### src/core/slbs_pkg.sv
package slbs_pkg;

    // ****************************************
    // register map, word addresses
    // ****************************************
    localparam logic [3:0] ADDR_CTRL = 4'h0;
    localparam logic [3:0] ADDR_TXDATA = 4'h1;
    localparam logic [3:0] ADDR_RXDATA = 4'h2;
    localparam logic [3:0] ADDR_STATUS = 4'h3;
    localparam logic [3:0] ADDR_BAUD = 4'h4;

    // ****************************************
    // field layouts and reset values
    // ****************************************
    typedef struct packed {
        logic auto_baud_enable;
        logic wake_on_break_enable;
        logic data_polarity_select;
        logic clock_polarity_select;
        logic continuous_receive_enable;
        logic single_receive_enable;
        logic master_clock_source_select;
        logic sync_mode;
        logic send_break_request;
        logic transmit_enable;
        logic serial_port_enable;
    } slbs_ctrl_t;

    typedef struct packed {
        logic receiver_idle_status;
        logic framing_error_flag;
        logic receive_interrupt_flag;
        logic transmit_interrupt_flag;
        logic shift_register_empty_status;
    } slbs_status_t;

    typedef struct packed {
        logic out;
        logic oe;
    } slbs_pin_t;

    localparam int CTRL_W = 11;
    localparam int STATUS_W = 5;
    localparam slbs_ctrl_t CTRL_RESET = 11'h000;
    localparam logic [15:0] BAUD_RESET = 16'h0010;

    // ****************************************
    // character framing
    // ****************************************
    localparam logic [3:0] DATA_BITS = 4'h8;
    localparam logic [3:0] BREAK_ZERO_BITS = 4'hc;
    localparam logic [3:0] ASYNC_FRAME_BITS = DATA_BITS + 4'h2;
    localparam logic [3:0] BREAK_FRAME_BITS = BREAK_ZERO_BITS + 4'h2;

    // ****************************************
    // receiver states
    // ****************************************
    typedef enum logic [2:0] {
        RX_IDLE,
        RX_START,
        RX_DATA,
        RX_STOP,
        RX_HOLD
    } slbs_rx_state_t;

endpackage

### src/core/slbs_serial_port.sv
// Local design decisions: strobed register access and the register addresses.
`timescale 1ns/1ps

// Behaviour
// while wake enabled, normal reception stops; a falling data line is the wake event
// wake event sets receive flag; next rising data line clears wake enable
// reading receive data clears the wake-induced flag; software discards the value
// software checks receiver idle before enabling wake prior to sleep
// break character: start bit, twelve low bits, stop bit
// with send-break and transmit enable set, a data write starts the break
// during a break the written value is ignored and zeros are sent
// send-break clears after the break stop bit; the preloaded byte goes next
// shift-empty status reports break activity like normal characters
// lin master: send-break, dummy write, then sync byte write
// transmit flag set when the holding register empties
// received break shows receive flag, framing error and zero data
// with wake enabled: two transitions, an interrupt, then next byte and interrupt
// auto-baud enable accepted together with either break detection method
// sync mode: shared data line plus clock, half duplex, no start or stop
// sync, master, port enable and no receive enable select master transmit
// sync master drives and enables the clock pin for transmit and receive
// one clock per data bit, no extra clocks
// data changes on leading clock edge and holds until the next
// clock polarity set: idle high, change on falling; clear: all inverted
// sync master transmit drives data on the data pin, both drivers enabled
// a write waits in holding while the shift register is busy, else loads
// data polarity resets to zero (active high); set inverts tx and rx data
// characters shift out least significant bit first
module slbs_serial_port (
    // clock and reset
    input wire logic clock,
    input wire logic reset,
    // register port
    input wire logic [3:0] reg_addr,
    input wire logic [15:0] reg_wdata,
    input wire logic reg_write,
    input wire logic reg_read,
    output logic [15:0] reg_rdata,
    // receive_data_pin
    input wire logic data_pin_in,
    output logic data_pin_out,
    output logic data_pin_oe,
    // transmit_clock_pin
    input wire logic clk_pin_in,
    output logic clk_pin_out,
    output logic clk_pin_oe
);

    // ****************************************
    // register port
    // ****************************************
    slbs_pkg::slbs_ctrl_t ctrl_reg;
    slbs_pkg::slbs_status_t status;
    logic [15:0] baud_reg;
    logic [7:0] hold_reg;
    logic hold_valid_reg;
    logic [7:0] rx_data_reg;
    logic rx_flag_reg;
    logic framing_error_flag_reg;
    logic [15:0] reg_rdata_reg;
    logic wr_ctrl, wr_tx, rd_rx;
    logic break_done, load, rx_done, wake_evt, wake_end;

    assign wr_ctrl = reg_write && reg_addr == slbs_pkg::ADDR_CTRL;
    assign wr_tx = reg_write && reg_addr == slbs_pkg::ADDR_TXDATA;
    assign rd_rx = reg_read && reg_addr == slbs_pkg::ADDR_RXDATA;

    // control: software write, hardware clears of send-break and wake enable
    always_ff @(posedge clock) begin
        if (reset) begin
            ctrl_reg <= slbs_pkg::CTRL_RESET;
        end else if (wr_ctrl) begin
            ctrl_reg <= slbs_pkg::slbs_ctrl_t'(reg_wdata[slbs_pkg::CTRL_W-1:0]);
        end else begin
            if (break_done) begin
                ctrl_reg.send_break_request <= 1'b0;
            end
            if (wake_end) begin
                ctrl_reg.wake_on_break_enable <= 1'b0;
            end
        end
    end

    always_ff @(posedge clock) begin
        if (reset) begin
            baud_reg <= slbs_pkg::BAUD_RESET;
        end else if (reg_write && reg_addr == slbs_pkg::ADDR_BAUD) begin
            baud_reg <= (reg_wdata < 16'h0002) ? 16'h0002 : reg_wdata;
        end
    end

    // holding register; a new write wins over the transfer
    always_ff @(posedge clock) begin
        if (reset) begin
            hold_reg <= 8'h00;
            hold_valid_reg <= 1'b0;
        end else if (wr_tx) begin
            hold_reg <= reg_wdata[7:0];
            hold_valid_reg <= 1'b1;
        end else if (load) begin
            hold_valid_reg <= 1'b0;
        end
    end

    // receive flag: event set wins over the read clear
    always_ff @(posedge clock) begin
        if (reset) begin
            rx_flag_reg <= 1'b0;
        end else if (rx_done || wake_evt) begin
            rx_flag_reg <= 1'b1;
        end else if (rd_rx) begin
            rx_flag_reg <= 1'b0;
        end
    end

    always_ff @(posedge clock) begin
        if (reset) begin
            reg_rdata_reg <= 16'h0000;
        end else if (reg_read) begin
            unique case (reg_addr)
                slbs_pkg::ADDR_CTRL: reg_rdata_reg <= {5'h00, ctrl_reg};
                slbs_pkg::ADDR_RXDATA: reg_rdata_reg <= {8'h00, rx_data_reg};
                slbs_pkg::ADDR_STATUS: reg_rdata_reg <= {11'h000, status};
                slbs_pkg::ADDR_BAUD: reg_rdata_reg <= baud_reg;
                default: reg_rdata_reg <= 16'h0000;
            endcase
        end else begin
            reg_rdata_reg <= 16'h0000;
        end
    end
    assign reg_rdata = reg_rdata_reg;

    // ****************************************
    // mode decode
    // ****************************************
    logic sync_master, sync_rx_sel, tx_mode_ok;
    assign sync_master = ctrl_reg.serial_port_enable && ctrl_reg.sync_mode
                         && ctrl_reg.master_clock_source_select;
    assign sync_rx_sel = ctrl_reg.single_receive_enable || ctrl_reg.continuous_receive_enable;
    // sync master transmits only with both receive enables clear
    assign tx_mode_ok = ctrl_reg.serial_port_enable && ctrl_reg.transmit_enable
                        && (!ctrl_reg.sync_mode || (sync_master && !sync_rx_sel));

    // ****************************************
    // transmitter
    // ****************************************
    logic [13:0] tx_shift_reg;
    logic [3:0] tx_left_reg;
    logic [15:0] tx_cnt_reg;
    logic tx_busy_reg, tx_break_reg, tx_sync_reg;
    logic bit_end, tx_bit;

    assign bit_end = tx_busy_reg && tx_cnt_reg == baud_reg - 16'h0001;
    assign load = !tx_busy_reg && hold_valid_reg && tx_mode_ok;
    assign break_done = bit_end && tx_left_reg == 4'h1 && tx_break_reg;
    assign tx_bit = tx_busy_reg ? tx_shift_reg[0] : 1'b1;

    always_ff @(posedge clock) begin
        if (reset) begin
            tx_shift_reg <= 14'h0000;
            tx_left_reg <= 4'h0;
            tx_cnt_reg <= 16'h0000;
            tx_busy_reg <= 1'b0;
            tx_break_reg <= 1'b0;
            tx_sync_reg <= 1'b0;
        end else if (load) begin
            tx_busy_reg <= 1'b1;
            tx_cnt_reg <= 16'h0000;
            tx_sync_reg <= ctrl_reg.sync_mode;
            tx_break_reg <= 1'b0;
            if (ctrl_reg.sync_mode) begin
                tx_shift_reg <= {6'h00, hold_reg};
                tx_left_reg <= slbs_pkg::DATA_BITS;
            end else if (ctrl_reg.send_break_request) begin
                tx_shift_reg <= {1'b1, 12'h000, 1'b0}; // see see
                tx_left_reg <= slbs_pkg::BREAK_FRAME_BITS;
                tx_break_reg <= 1'b1;
            end else begin
                tx_shift_reg <= {4'h0, 1'b1, hold_reg, 1'b0};
                tx_left_reg <= slbs_pkg::ASYNC_FRAME_BITS;
            end
        end else if (tx_busy_reg && !tx_mode_ok) begin
            tx_busy_reg <= 1'b0;
            tx_break_reg <= 1'b0;
        end else if (bit_end) begin
            tx_cnt_reg <= 16'h0000;
            tx_shift_reg <= {1'b0, tx_shift_reg[13:1]};
            tx_left_reg <= tx_left_reg - 4'h1;
            if (tx_left_reg == 4'h1) begin
                tx_busy_reg <= 1'b0;
                tx_break_reg <= 1'b0;
            end
        end else if (tx_busy_reg) begin
            tx_cnt_reg <= tx_cnt_reg + 16'h0001;
        end
    end

    // ****************************************
    // pins
    // ****************************************
    logic sck_active;
    // clock active in the first half of each bit: leading edge at bit start
    assign sck_active = tx_busy_reg && tx_sync_reg && tx_cnt_reg < {1'b0, baud_reg[15:1]};

    slbs_pkg::slbs_pin_t data_pin_reg, clk_pin_reg;
    always_ff @(posedge clock) begin
        if (reset) begin
            data_pin_reg <= '0;
            clk_pin_reg <= '0;
        end else if (sync_master) begin
            data_pin_reg.out <= tx_bit ^ ctrl_reg.data_polarity_select; // see
            data_pin_reg.oe <= !sync_rx_sel;
            clk_pin_reg.out <= ctrl_reg.clock_polarity_select ^ sck_active; // see
            clk_pin_reg.oe <= 1'b1;
        end else begin
            data_pin_reg <= '0;
            clk_pin_reg.out <= tx_bit ^ ctrl_reg.data_polarity_select;
            clk_pin_reg.oe <= ctrl_reg.serial_port_enable && !ctrl_reg.sync_mode
                              && ctrl_reg.transmit_enable;
        end
    end
    assign data_pin_out = data_pin_reg.out;
    assign data_pin_oe = data_pin_reg.oe;
    assign clk_pin_out = clk_pin_reg.out;
    assign clk_pin_oe = clk_pin_reg.oe;

    // ****************************************
    // receive line synchroniser and edges
    // ****************************************
    logic rx_meta_reg, rx_sync_reg, rx_prev_reg, rx_now, rx_fall, rx_rise;
    always_ff @(posedge clock) begin
        if (reset) begin
            rx_meta_reg <= 1'b1;
            rx_sync_reg <= 1'b1;
        end else begin
            rx_meta_reg <= data_pin_in;
            rx_sync_reg <= rx_meta_reg;
        end
    end
    assign rx_now = rx_sync_reg ^ ctrl_reg.data_polarity_select;

    always_ff @(posedge clock) begin
        if (reset) begin
            rx_prev_reg <= 1'b1;
        end else begin
            rx_prev_reg <= rx_now;
        end
    end
    assign rx_fall = rx_prev_reg && !rx_now;
    assign rx_rise = !rx_prev_reg && rx_now;

    // ****************************************
    // wake on break
    // ****************************************
    logic wake_armed;
    assign wake_armed = ctrl_reg.serial_port_enable && !ctrl_reg.sync_mode
                        && ctrl_reg.wake_on_break_enable;
    assign wake_evt = wake_armed && rx_fall; // see
    assign wake_end = wake_armed && rx_rise;

    // ****************************************
    // asynchronous receiver
    // ****************************************
    slbs_pkg::slbs_rx_state_t rx_state_reg;
    logic [15:0] rx_cnt_reg;
    logic [2:0] rx_bits_reg;
    logic [7:0] rx_shift_reg;
    logic rx_en, rx_bit_end;

    // wake enable holds the receiver idle
    assign rx_en = ctrl_reg.serial_port_enable && !ctrl_reg.sync_mode
                   && ctrl_reg.continuous_receive_enable && !ctrl_reg.wake_on_break_enable;
    assign rx_bit_end = rx_cnt_reg == baud_reg - 16'h0001;
    assign rx_done = rx_state_reg == slbs_pkg::RX_STOP && rx_bit_end;

    always_ff @(posedge clock) begin
        if (reset) begin
            rx_state_reg <= slbs_pkg::RX_IDLE;
            rx_cnt_reg <= 16'h0000;
            rx_bits_reg <= 3'h0;
            rx_shift_reg <= 8'h00;
        end else if (!rx_en) begin
            rx_state_reg <= slbs_pkg::RX_IDLE;
            rx_cnt_reg <= 16'h0000;
        end else begin
            unique case (rx_state_reg)
                slbs_pkg::RX_IDLE: begin
                    rx_cnt_reg <= 16'h0000;
                    if (rx_fall) begin
                        rx_state_reg <= slbs_pkg::RX_START;
                    end
                end
                slbs_pkg::RX_START: begin
                    if (rx_cnt_reg == {1'b0, baud_reg[15:1]}) begin
                        rx_cnt_reg <= 16'h0000;
                        rx_bits_reg <= 3'h0;
                        rx_state_reg <= rx_now ? slbs_pkg::RX_IDLE : slbs_pkg::RX_DATA;
                    end else begin
                        rx_cnt_reg <= rx_cnt_reg + 16'h0001;
                    end
                end
                slbs_pkg::RX_DATA: begin
                    if (rx_bit_end) begin
                        rx_cnt_reg <= 16'h0000;
                        rx_shift_reg <= {rx_now, rx_shift_reg[7:1]};
                        rx_bits_reg <= rx_bits_reg + 3'h1;
                        if (rx_bits_reg == 3'h7) begin
                            rx_state_reg <= slbs_pkg::RX_STOP;
                        end
                    end else begin
                        rx_cnt_reg <= rx_cnt_reg + 16'h0001;
                    end
                end
                slbs_pkg::RX_STOP: begin
                    if (rx_bit_end) begin
                        rx_cnt_reg <= 16'h0000;
                        rx_state_reg <= rx_now ? slbs_pkg::RX_IDLE : slbs_pkg::RX_HOLD;
                    end else begin
                        rx_cnt_reg <= rx_cnt_reg + 16'h0001;
                    end
                end
                slbs_pkg::RX_HOLD: begin
                    // a break keeps the line low; wait for it to rise
                    if (rx_now) begin
                        rx_state_reg <= slbs_pkg::RX_IDLE;
                    end
                end
            endcase
        end
    end

    always_ff @(posedge clock) begin
        if (reset) begin
            rx_data_reg <= 8'h00;
            framing_error_flag_reg <= 1'b0;
        end else if (rx_done) begin
            rx_data_reg <= rx_shift_reg;
            framing_error_flag_reg <= !rx_now;
        end
    end

    assign status.shift_register_empty_status = !tx_busy_reg;
    assign status.transmit_interrupt_flag = !hold_valid_reg;
    assign status.receive_interrupt_flag = rx_flag_reg;
    assign status.framing_error_flag = framing_error_flag_reg;
    assign status.receiver_idle_status = rx_state_reg == slbs_pkg::RX_IDLE;
endmodule

### config.mk
export PLATFORM = sky130hd
export DESIGN_NAME = slbs_serial_port
export DESIGN_NICKNAME = d
export VERILOG_FILES = /design/src/core/slbs_pkg.sv /design/src/core/slbs_serial_port.sv
export SDC_FILE = /design/constraint.sdc
export NUM_CORES = 1
export LEC_CHECK = 0
export BUFFER_PORTS_ARGS = -buffer_cell sky130_fd_sc_hd__buf_4
export CORE_ASPECT_RATIO = 0.6
export CORE_MARGIN = 3
export CORE_UTILIZATION = 55
export DETAILED_ROUTE_END_ITERATION = 8
export PLACE_DENSITY = 0.76
export SLEW_MARGIN = 5
export SYNTH_ARGS = -nofsm -noshare
export SYNTH_HDL_FRONTEND = slang
export SYNTH_SLANG_ARGS = --single-unit
### constraint.sdc
create_clock -name clock -period 3.6 [get_ports clock]
set_clock_uncertainty 0.15 [all_clocks]
set_input_delay 0.18 -clock clock [delete_from_list [all_inputs] [get_ports clock]]
set_output_delay 0.18 -clock clock [all_outputs]
set_load 0.01 [all_outputs]
Word-level counts from Yosys, hierarchy flattened
Cells that the tools add are included.
{"block": "totals", "out_inout_bits": 20, "inputBits": 26, "reg_bits": 136}
{"block": "op_classes", "n_lt_le_gt_ge": 2, "eq_ne": 20, "bitwise_logic": 7, "n_reduce_logical": 61, "addsub": 5, "muxes": 46}
{"operator": "$mux W16", "count": 5}
{"operator": "$mux W14", "count": 5}
{"operator": "$pmux W16 S4", "count": 1}
{"operator": "$pmux W16 S3", "count": 1}
{"operator": "$mux W3", "count": 11}
{"operator": "$add A16 B1 Y16 const B", "count": 2}
{"operator": "$eq A16 B16 Y1", "count": 2}
{"operator": "$logic_and A1 B1 Y1", "count": 27}
{"operator": "$eq A16 B15 Y1", "count": 1}
{"operator": "$lt A16 B15 Y1", "count": 1}
{"operator": "$lt A16 B2 Y1 const B", "count": 1}
{"operator": "$mux W1", "count": 16}
{"operator": "$sub A16 B1 Y16 const B", "count": 1}
{"operator": "$pmux W3 S5", "count": 1}
{"operator": "$reduce_bool A2 Y1", "count": 7}
{"operator": "$mux W4", "count": 3}
{"operator": "$ne A2 B2 Y1 const B", "count": 6}
{"operator": "$reduce_or A2 Y1", "count": 5}
{"operator": "$reduce_bool A3 Y1", "count": 3}
{"operator": "$eq A4 B1 Y1 const B", "count": 2}
{"operator": "$eq A4 B2 Y1 const B", "count": 2}
{"operator": "$logic_not A1 Y1", "count": 8}
{"operator": "$eq A3 B2 Y1 const B", "count": 2}
{"operator": "$eq A3 B3 Y1 const B", "count": 2}
{"operator": "16 further kinds", "count": 26}

Depth between registers and ports, before layout
{"block": "depth", "depth_word": 9, "depth_mapped": 14, "mapped_depth_nobuf": 11}

Worst setup path before layout
No wires, ideal clock.
{"block": "synth_timing", "path_kind": "register to register", "from": "register baud_reg[0]", "to": "register rx_data_reg[7]", "path_slack_ns": 0.084, "n_path_buf": 3, "period_less_slack_ns": 3.516, "path_stages_with_launch": 15, "required_ns": 3.321, "arrival_ns": 3.237, "cell_sequence": "dfxtp_1 > clkbuf_1 > inv_1 > ha_1 > buf_2 > or4b_4 > nor4_2 > xor2_1 > a221oi_1 > nand2_1 > nor4_4 > nand4b_2 > buf_2 > mux2i_1 > nor2_1"}
{"block": "synth_via", "elab_chain_cells": 3}
{"item": "from (decl)", "line": "slbs_serial_port.sv:54", "text": "logic [15:0] baud_reg;"}
{"item": "from (signal assigned)", "line": "slbs_serial_port.sv:86", "text": "baud_reg <= slbs_pkg::BAUD_RESET;"}
{"item": "from (signal assigned)", "line": "slbs_serial_port.sv:88", "text": "baud_reg <= (reg_wdata < 16'h0002) ? 16'h0002 : reg_wdata;"}
{"item": "$sub A16 B1 Y16", "line": "slbs_serial_port.sv:273", "text": "assign rx_bit_end = rx_cnt_reg == baud_reg - 16'h0001;"}
{"item": "$eq A16 B16 Y1", "line": "slbs_serial_port.sv:273"}
{"item": "$logic_and A1 B1 Y1", "line": "slbs_serial_port.sv:274", "text": "assign rx_done = rx_state_reg == slbs_pkg::RX_STOP && rx_bit_end;"}
{"item": "to (signal assigned)", "line": "slbs_serial_port.sv:337", "text": "rx_data_reg <= rx_shift_reg;"}
{"item": "to (decl)", "line": "slbs_serial_port.sv:57", "text": "logic [7:0] rx_data_reg;"}
No other way between the ends.
A chain may end at the register's enable or synchronous reset.

Final worst setup path
{"block": "layout_timing", "from": "register baud_reg[5]", "to": "register tx_shift_reg[0]"}
{"block": "layout_via", "elab_chain_cells": 5}
{"item": "$sub A16 B1 Y16", "line": "slbs_serial_port.sv:153", "text": "assign bit_end = tx_busy_reg && tx_cnt_reg == baud_reg - 16'h0001;"}
{"item": "$eq A16 B16 Y1", "line": "slbs_serial_port.sv:153"}
{"item": "$logic_and A1 B1 Y1", "line": "slbs_serial_port.sv:153"}
{"item": "$reduce_bool A2 Y1 (no source line)"}
{"item": "$reduce_and A2 Y1 (no source line)"}
{"item": "to (signal assigned)", "line": "slbs_serial_port.sv:172", "text": "tx_shift_reg <= {6'h00, hold_reg};"}
{"item": "to (signal assigned)", "line": "slbs_serial_port.sv:175", "text": "tx_shift_reg <= {1'b1, 12'h000, 1'b0};"}
{"item": "to (signal assigned)", "line": "slbs_serial_port.sv:179", "text": "tx_shift_reg <= {4'h0, 1'b1, hold_reg, 1'b0};"}
{"item": "to (decl)", "line": "slbs_serial_port.sv:147", "text": "logic [13:0] tx_shift_reg;"}
No other way between the ends.

==> impl_metrics.json <==
{
  "chipHeight_um": 96.30,
  "yosys_most_used_dff": "dfxtp_1",
  "p_switching_mw": 0.9184,
  "p_clk_frac": 0.518,
  "layout.nets": 1012,
  "arrival_ns": 3.63,
  "totalWireLength_mm": 22.04,
  "synth_cell_types": 70,
  "coreArea_mm2": 0.01305,
  "reg2regPathDepth": 12,
  "p_per_area_mw_per_mm2": 399.1,
  "grt_pass1_vias": 6502,
  "n_antenna_cell": 0,
  "antenna_left": 0,
  "hold_path_end": "reg_rdata[2]",
  "cp-start-kind": "flip-flop",
  "min_path_type": "in2reg",
  "r2r_end": "tx_shift_reg[0]",
  "hold_viol": 0,
  "yosys-top-cells-count": "136 x dfxtp_1, 101 x nor2_1, 92 x nand2_1",
  "rows": 32,
  "die_w_um": 156.5,
  "clk_latency_ns": 0.42,
  "synth-edff-count": 0,
  "finalCriticalPeriod_ns": 3.415,
  "gp_congestion": 1.012,
  "crit_required_ns": 3.82,
  "clk_path_buf_depth": 2,
  "fmax_mhz": 292.9,
  "power.leakage_nw": 3.691,
  "io_pins": 46,
  "dr.pass1.iters": 5,
  "critPathMaxFanout": 8,
  "ff2ff_setup_slack_ns": 0.19,
  "outcome": "complete, no violations",
  "postSynthAreaPerCell_um2": 8.285,
  "first_iter_violations": 905,
  "antenna_found_initial": 0,
  "htreeDepth": 4,
  "vias_per_cell": 6.084,
  "grt-ovfl-total": 0,
  "max_cap_viol_count": 0,
  "internal-power_mw": 2.662,
  "power.share.switching": 0.2565,
  "p_comb_frac": 0.056,
  "netlist_area_mm2": 0.007473,
  "yosys.area.top_type": "dfxtp_1",
  "min_from": "reg_addr[1]",
  "ys_warn_count": 0,
  "vias": 6985,
  "numClockSinks": 136,
  "setup_slack_ns": 0.1853,
  "crit-reg2reg-launch": "baud_reg[5]",
  "portBuffers": 44,
  "power_frac_seq": 0.426,
  "peakVddDrop_uv": 263.2,
  "synthArstFlopShare": 0,
  "grt_pass1_wl_mm": 35.20,
  "synth_nets": 949,
  "clkTransAtPathRegs_ns": 0.07,
  "yosysTopAreaCellShare": 0.3643,
  "grt_use_total": 0.3006,
  "post_drt_wl_per_cell_um": 19.20,
  "pre_cts_slack_ns": -0.09543,
  "worst_slew_pin_slew_ns": 0.9173,
  "drc": 0,
  "syn2layout_area_growth_pct": 20.04,
  "cp-end-kind": "flip-flop",
  "min_path_cells": 4,
  "grt_max_degree": 66,
  "fin_crit_sh": 0.9485,
  "initial_core_util": 0.5726,
  "n_fill_cell": 1009,
  "seq_area_frac_synth": 0.3643,
  "numCtsBuffers": 17,
  "whs_ns": 0.1642,
  "setup_viol_count_final": 0,
  "dp_hpwl_mm": 15.23,
  "cts_tree": "yes",
  "cts_root_buf": "clkbuf_16",
  "yosysMostFrequentCell": "dfxtp_1",
  "synthCells": 902,
  "postLayoutCoreUtil": 0.6873,
  "maxSlewHeadroom": 0.3881,
  "fp.dieArea_mm2": 0.01507,
  "ys_seq_elements": 136,
  "slew_violations": 0,
  "path_class": "reg2reg",
  "drive_gt1_frac": 0.1534,
  "synth.area.top_cells": "dfxtp_1 36%, nor2_1 5.1%, nand2_1 4.6%"
}
## routing by layer
metal  vias to the layer above  routed length, um  GRT usage
li1                       3306                  -          -
met1                      3284              10410     0.4377
met2                       354               8668     0.4191
met3                        41               2662     0.1015
met4                         0                296    0.08230
met5                         -                  0          0
## stage by stage
stage | cell area [um2] | TNS [ns] | total power, mW | cells
2_1_floorplan | 7473 | 0 | 1.659 | 902
3_3_place_gp | 8095 | 0 | 1.733 | 1090
3_5_place_dp | 8095 | -0.09543 | 1.734 | 1090
4_1_cts | 8955 | 0 | 3.578 | 1147
5_1_grt | 8971 | -0.004186 | 3.666 | 1148
6_report | 8971 | 0 | 3.580 | 1148
## layout by cell type (no fill, tap or decap), types with 9 or more instances in the layout
cell           instances
a21oi_1               46
clkbuf_16             17
inv_1                 34
xnor2_1               37
nor2_1               101
buf_4                 87
mux2i_1               32
a2111oi_0              9
ha_1                  21
nand2b_1              13
and3_1                17
nand2_1               92
a22oi_1                9
nand3_1               27
xor2_1                38
and2_1                12
nand4_1               20
nor4_1                14
o21ai_0               29
nor3_1                22
dfxtp_1              136
dlygate4sd3_1         19
## cell type report
type / instances / area, um2 / area share
Clock buffer: 17 / 425.4 / 0.04742
Clock inverter: 15 / 198.9 / 0.02218
Inverter: 34 / 127.6 / 0.01423
Multi-Input combinational cell: 667 / 4380 / 0.4883
Sequential cell: 136 / 2723 / 0.3035
Tap cell: 170 / 212.7 / 0.02371
Timing Repair Buffer: 109 / 903.4 / 0.1007
## power groups by stage
stage / logic (mW) / clock network [mW] / registers [mW]
2_1_floorplan: 0.107 / 0 / 1.55
3_3_place_gp: 0.174 / 0 / 1.56
3_5_place_dp: 0.175 / 0 / 1.56
4_1_cts: 0.193 / 1.86 / 1.53
5_1_grt: 0.213 / 1.93 / 1.53
6_report: 0.201 / 1.85 / 1.53
## worst max-delay path, stage by stage (launching register included)
cell and delay [ns]:
dfxtp_1 0.31, or4_1 0.50, buf_4 0.20, or2_4 0.29, nor4_4 0.26, xnor2_1 0.22, xnor2_1 0.14, nand3_1 0.17
nor2_4 0.09, buf_4 0.17, buf_4 0.15, or4b_2 0.60, nand3_1 0.10
## what timing repair did
| action | in CTS | in global routing |
|---|---|---|
| pin swaps | 1 | 1 |
| gates resized for setup | 0 | 1 |
| hold buffers | 19 | 0 |
| setup endpoints to repair | 1 | 13 |
| buffers inserted | 6 | 1 |
| hold endpoints to repair | 52 | 0 |
## worst max path at each step
stage	from	slack (ns)	end	cells past startpoint
floorplan	baud_reg[0]	0.08	rx_data_reg[7]	14
global placement	baud_reg[1]	0.18	tx_left_reg[1]	12
detailed placement	baud_reg[1]	-0.1	tx_shift_reg[5]	11
CTS	baud_reg[1]	0.20	tx_shift_reg[1]	12
global route	baud_reg[1]	-0.004	tx_shift_reg[3]	13
finish	baud_reg[5]	0.19	tx_shift_reg[0]	12
## cell families (layout without fill, tap and decap cells)
group                      Yosys count  count (layout)  synth area share
and+or+nand+nor                    373             373            0.2630
AOI/OAI and AO/OA                  161             161            0.1438
DFF                                136             136            0.3643
buffers and inverters               99             175           0.05240
xor gates and xnor gates            77              77           0.09392
muxes                               35              35           0.04738
adders and majority gates           21              21           0.03516
(Power assumes the default switching activity.)
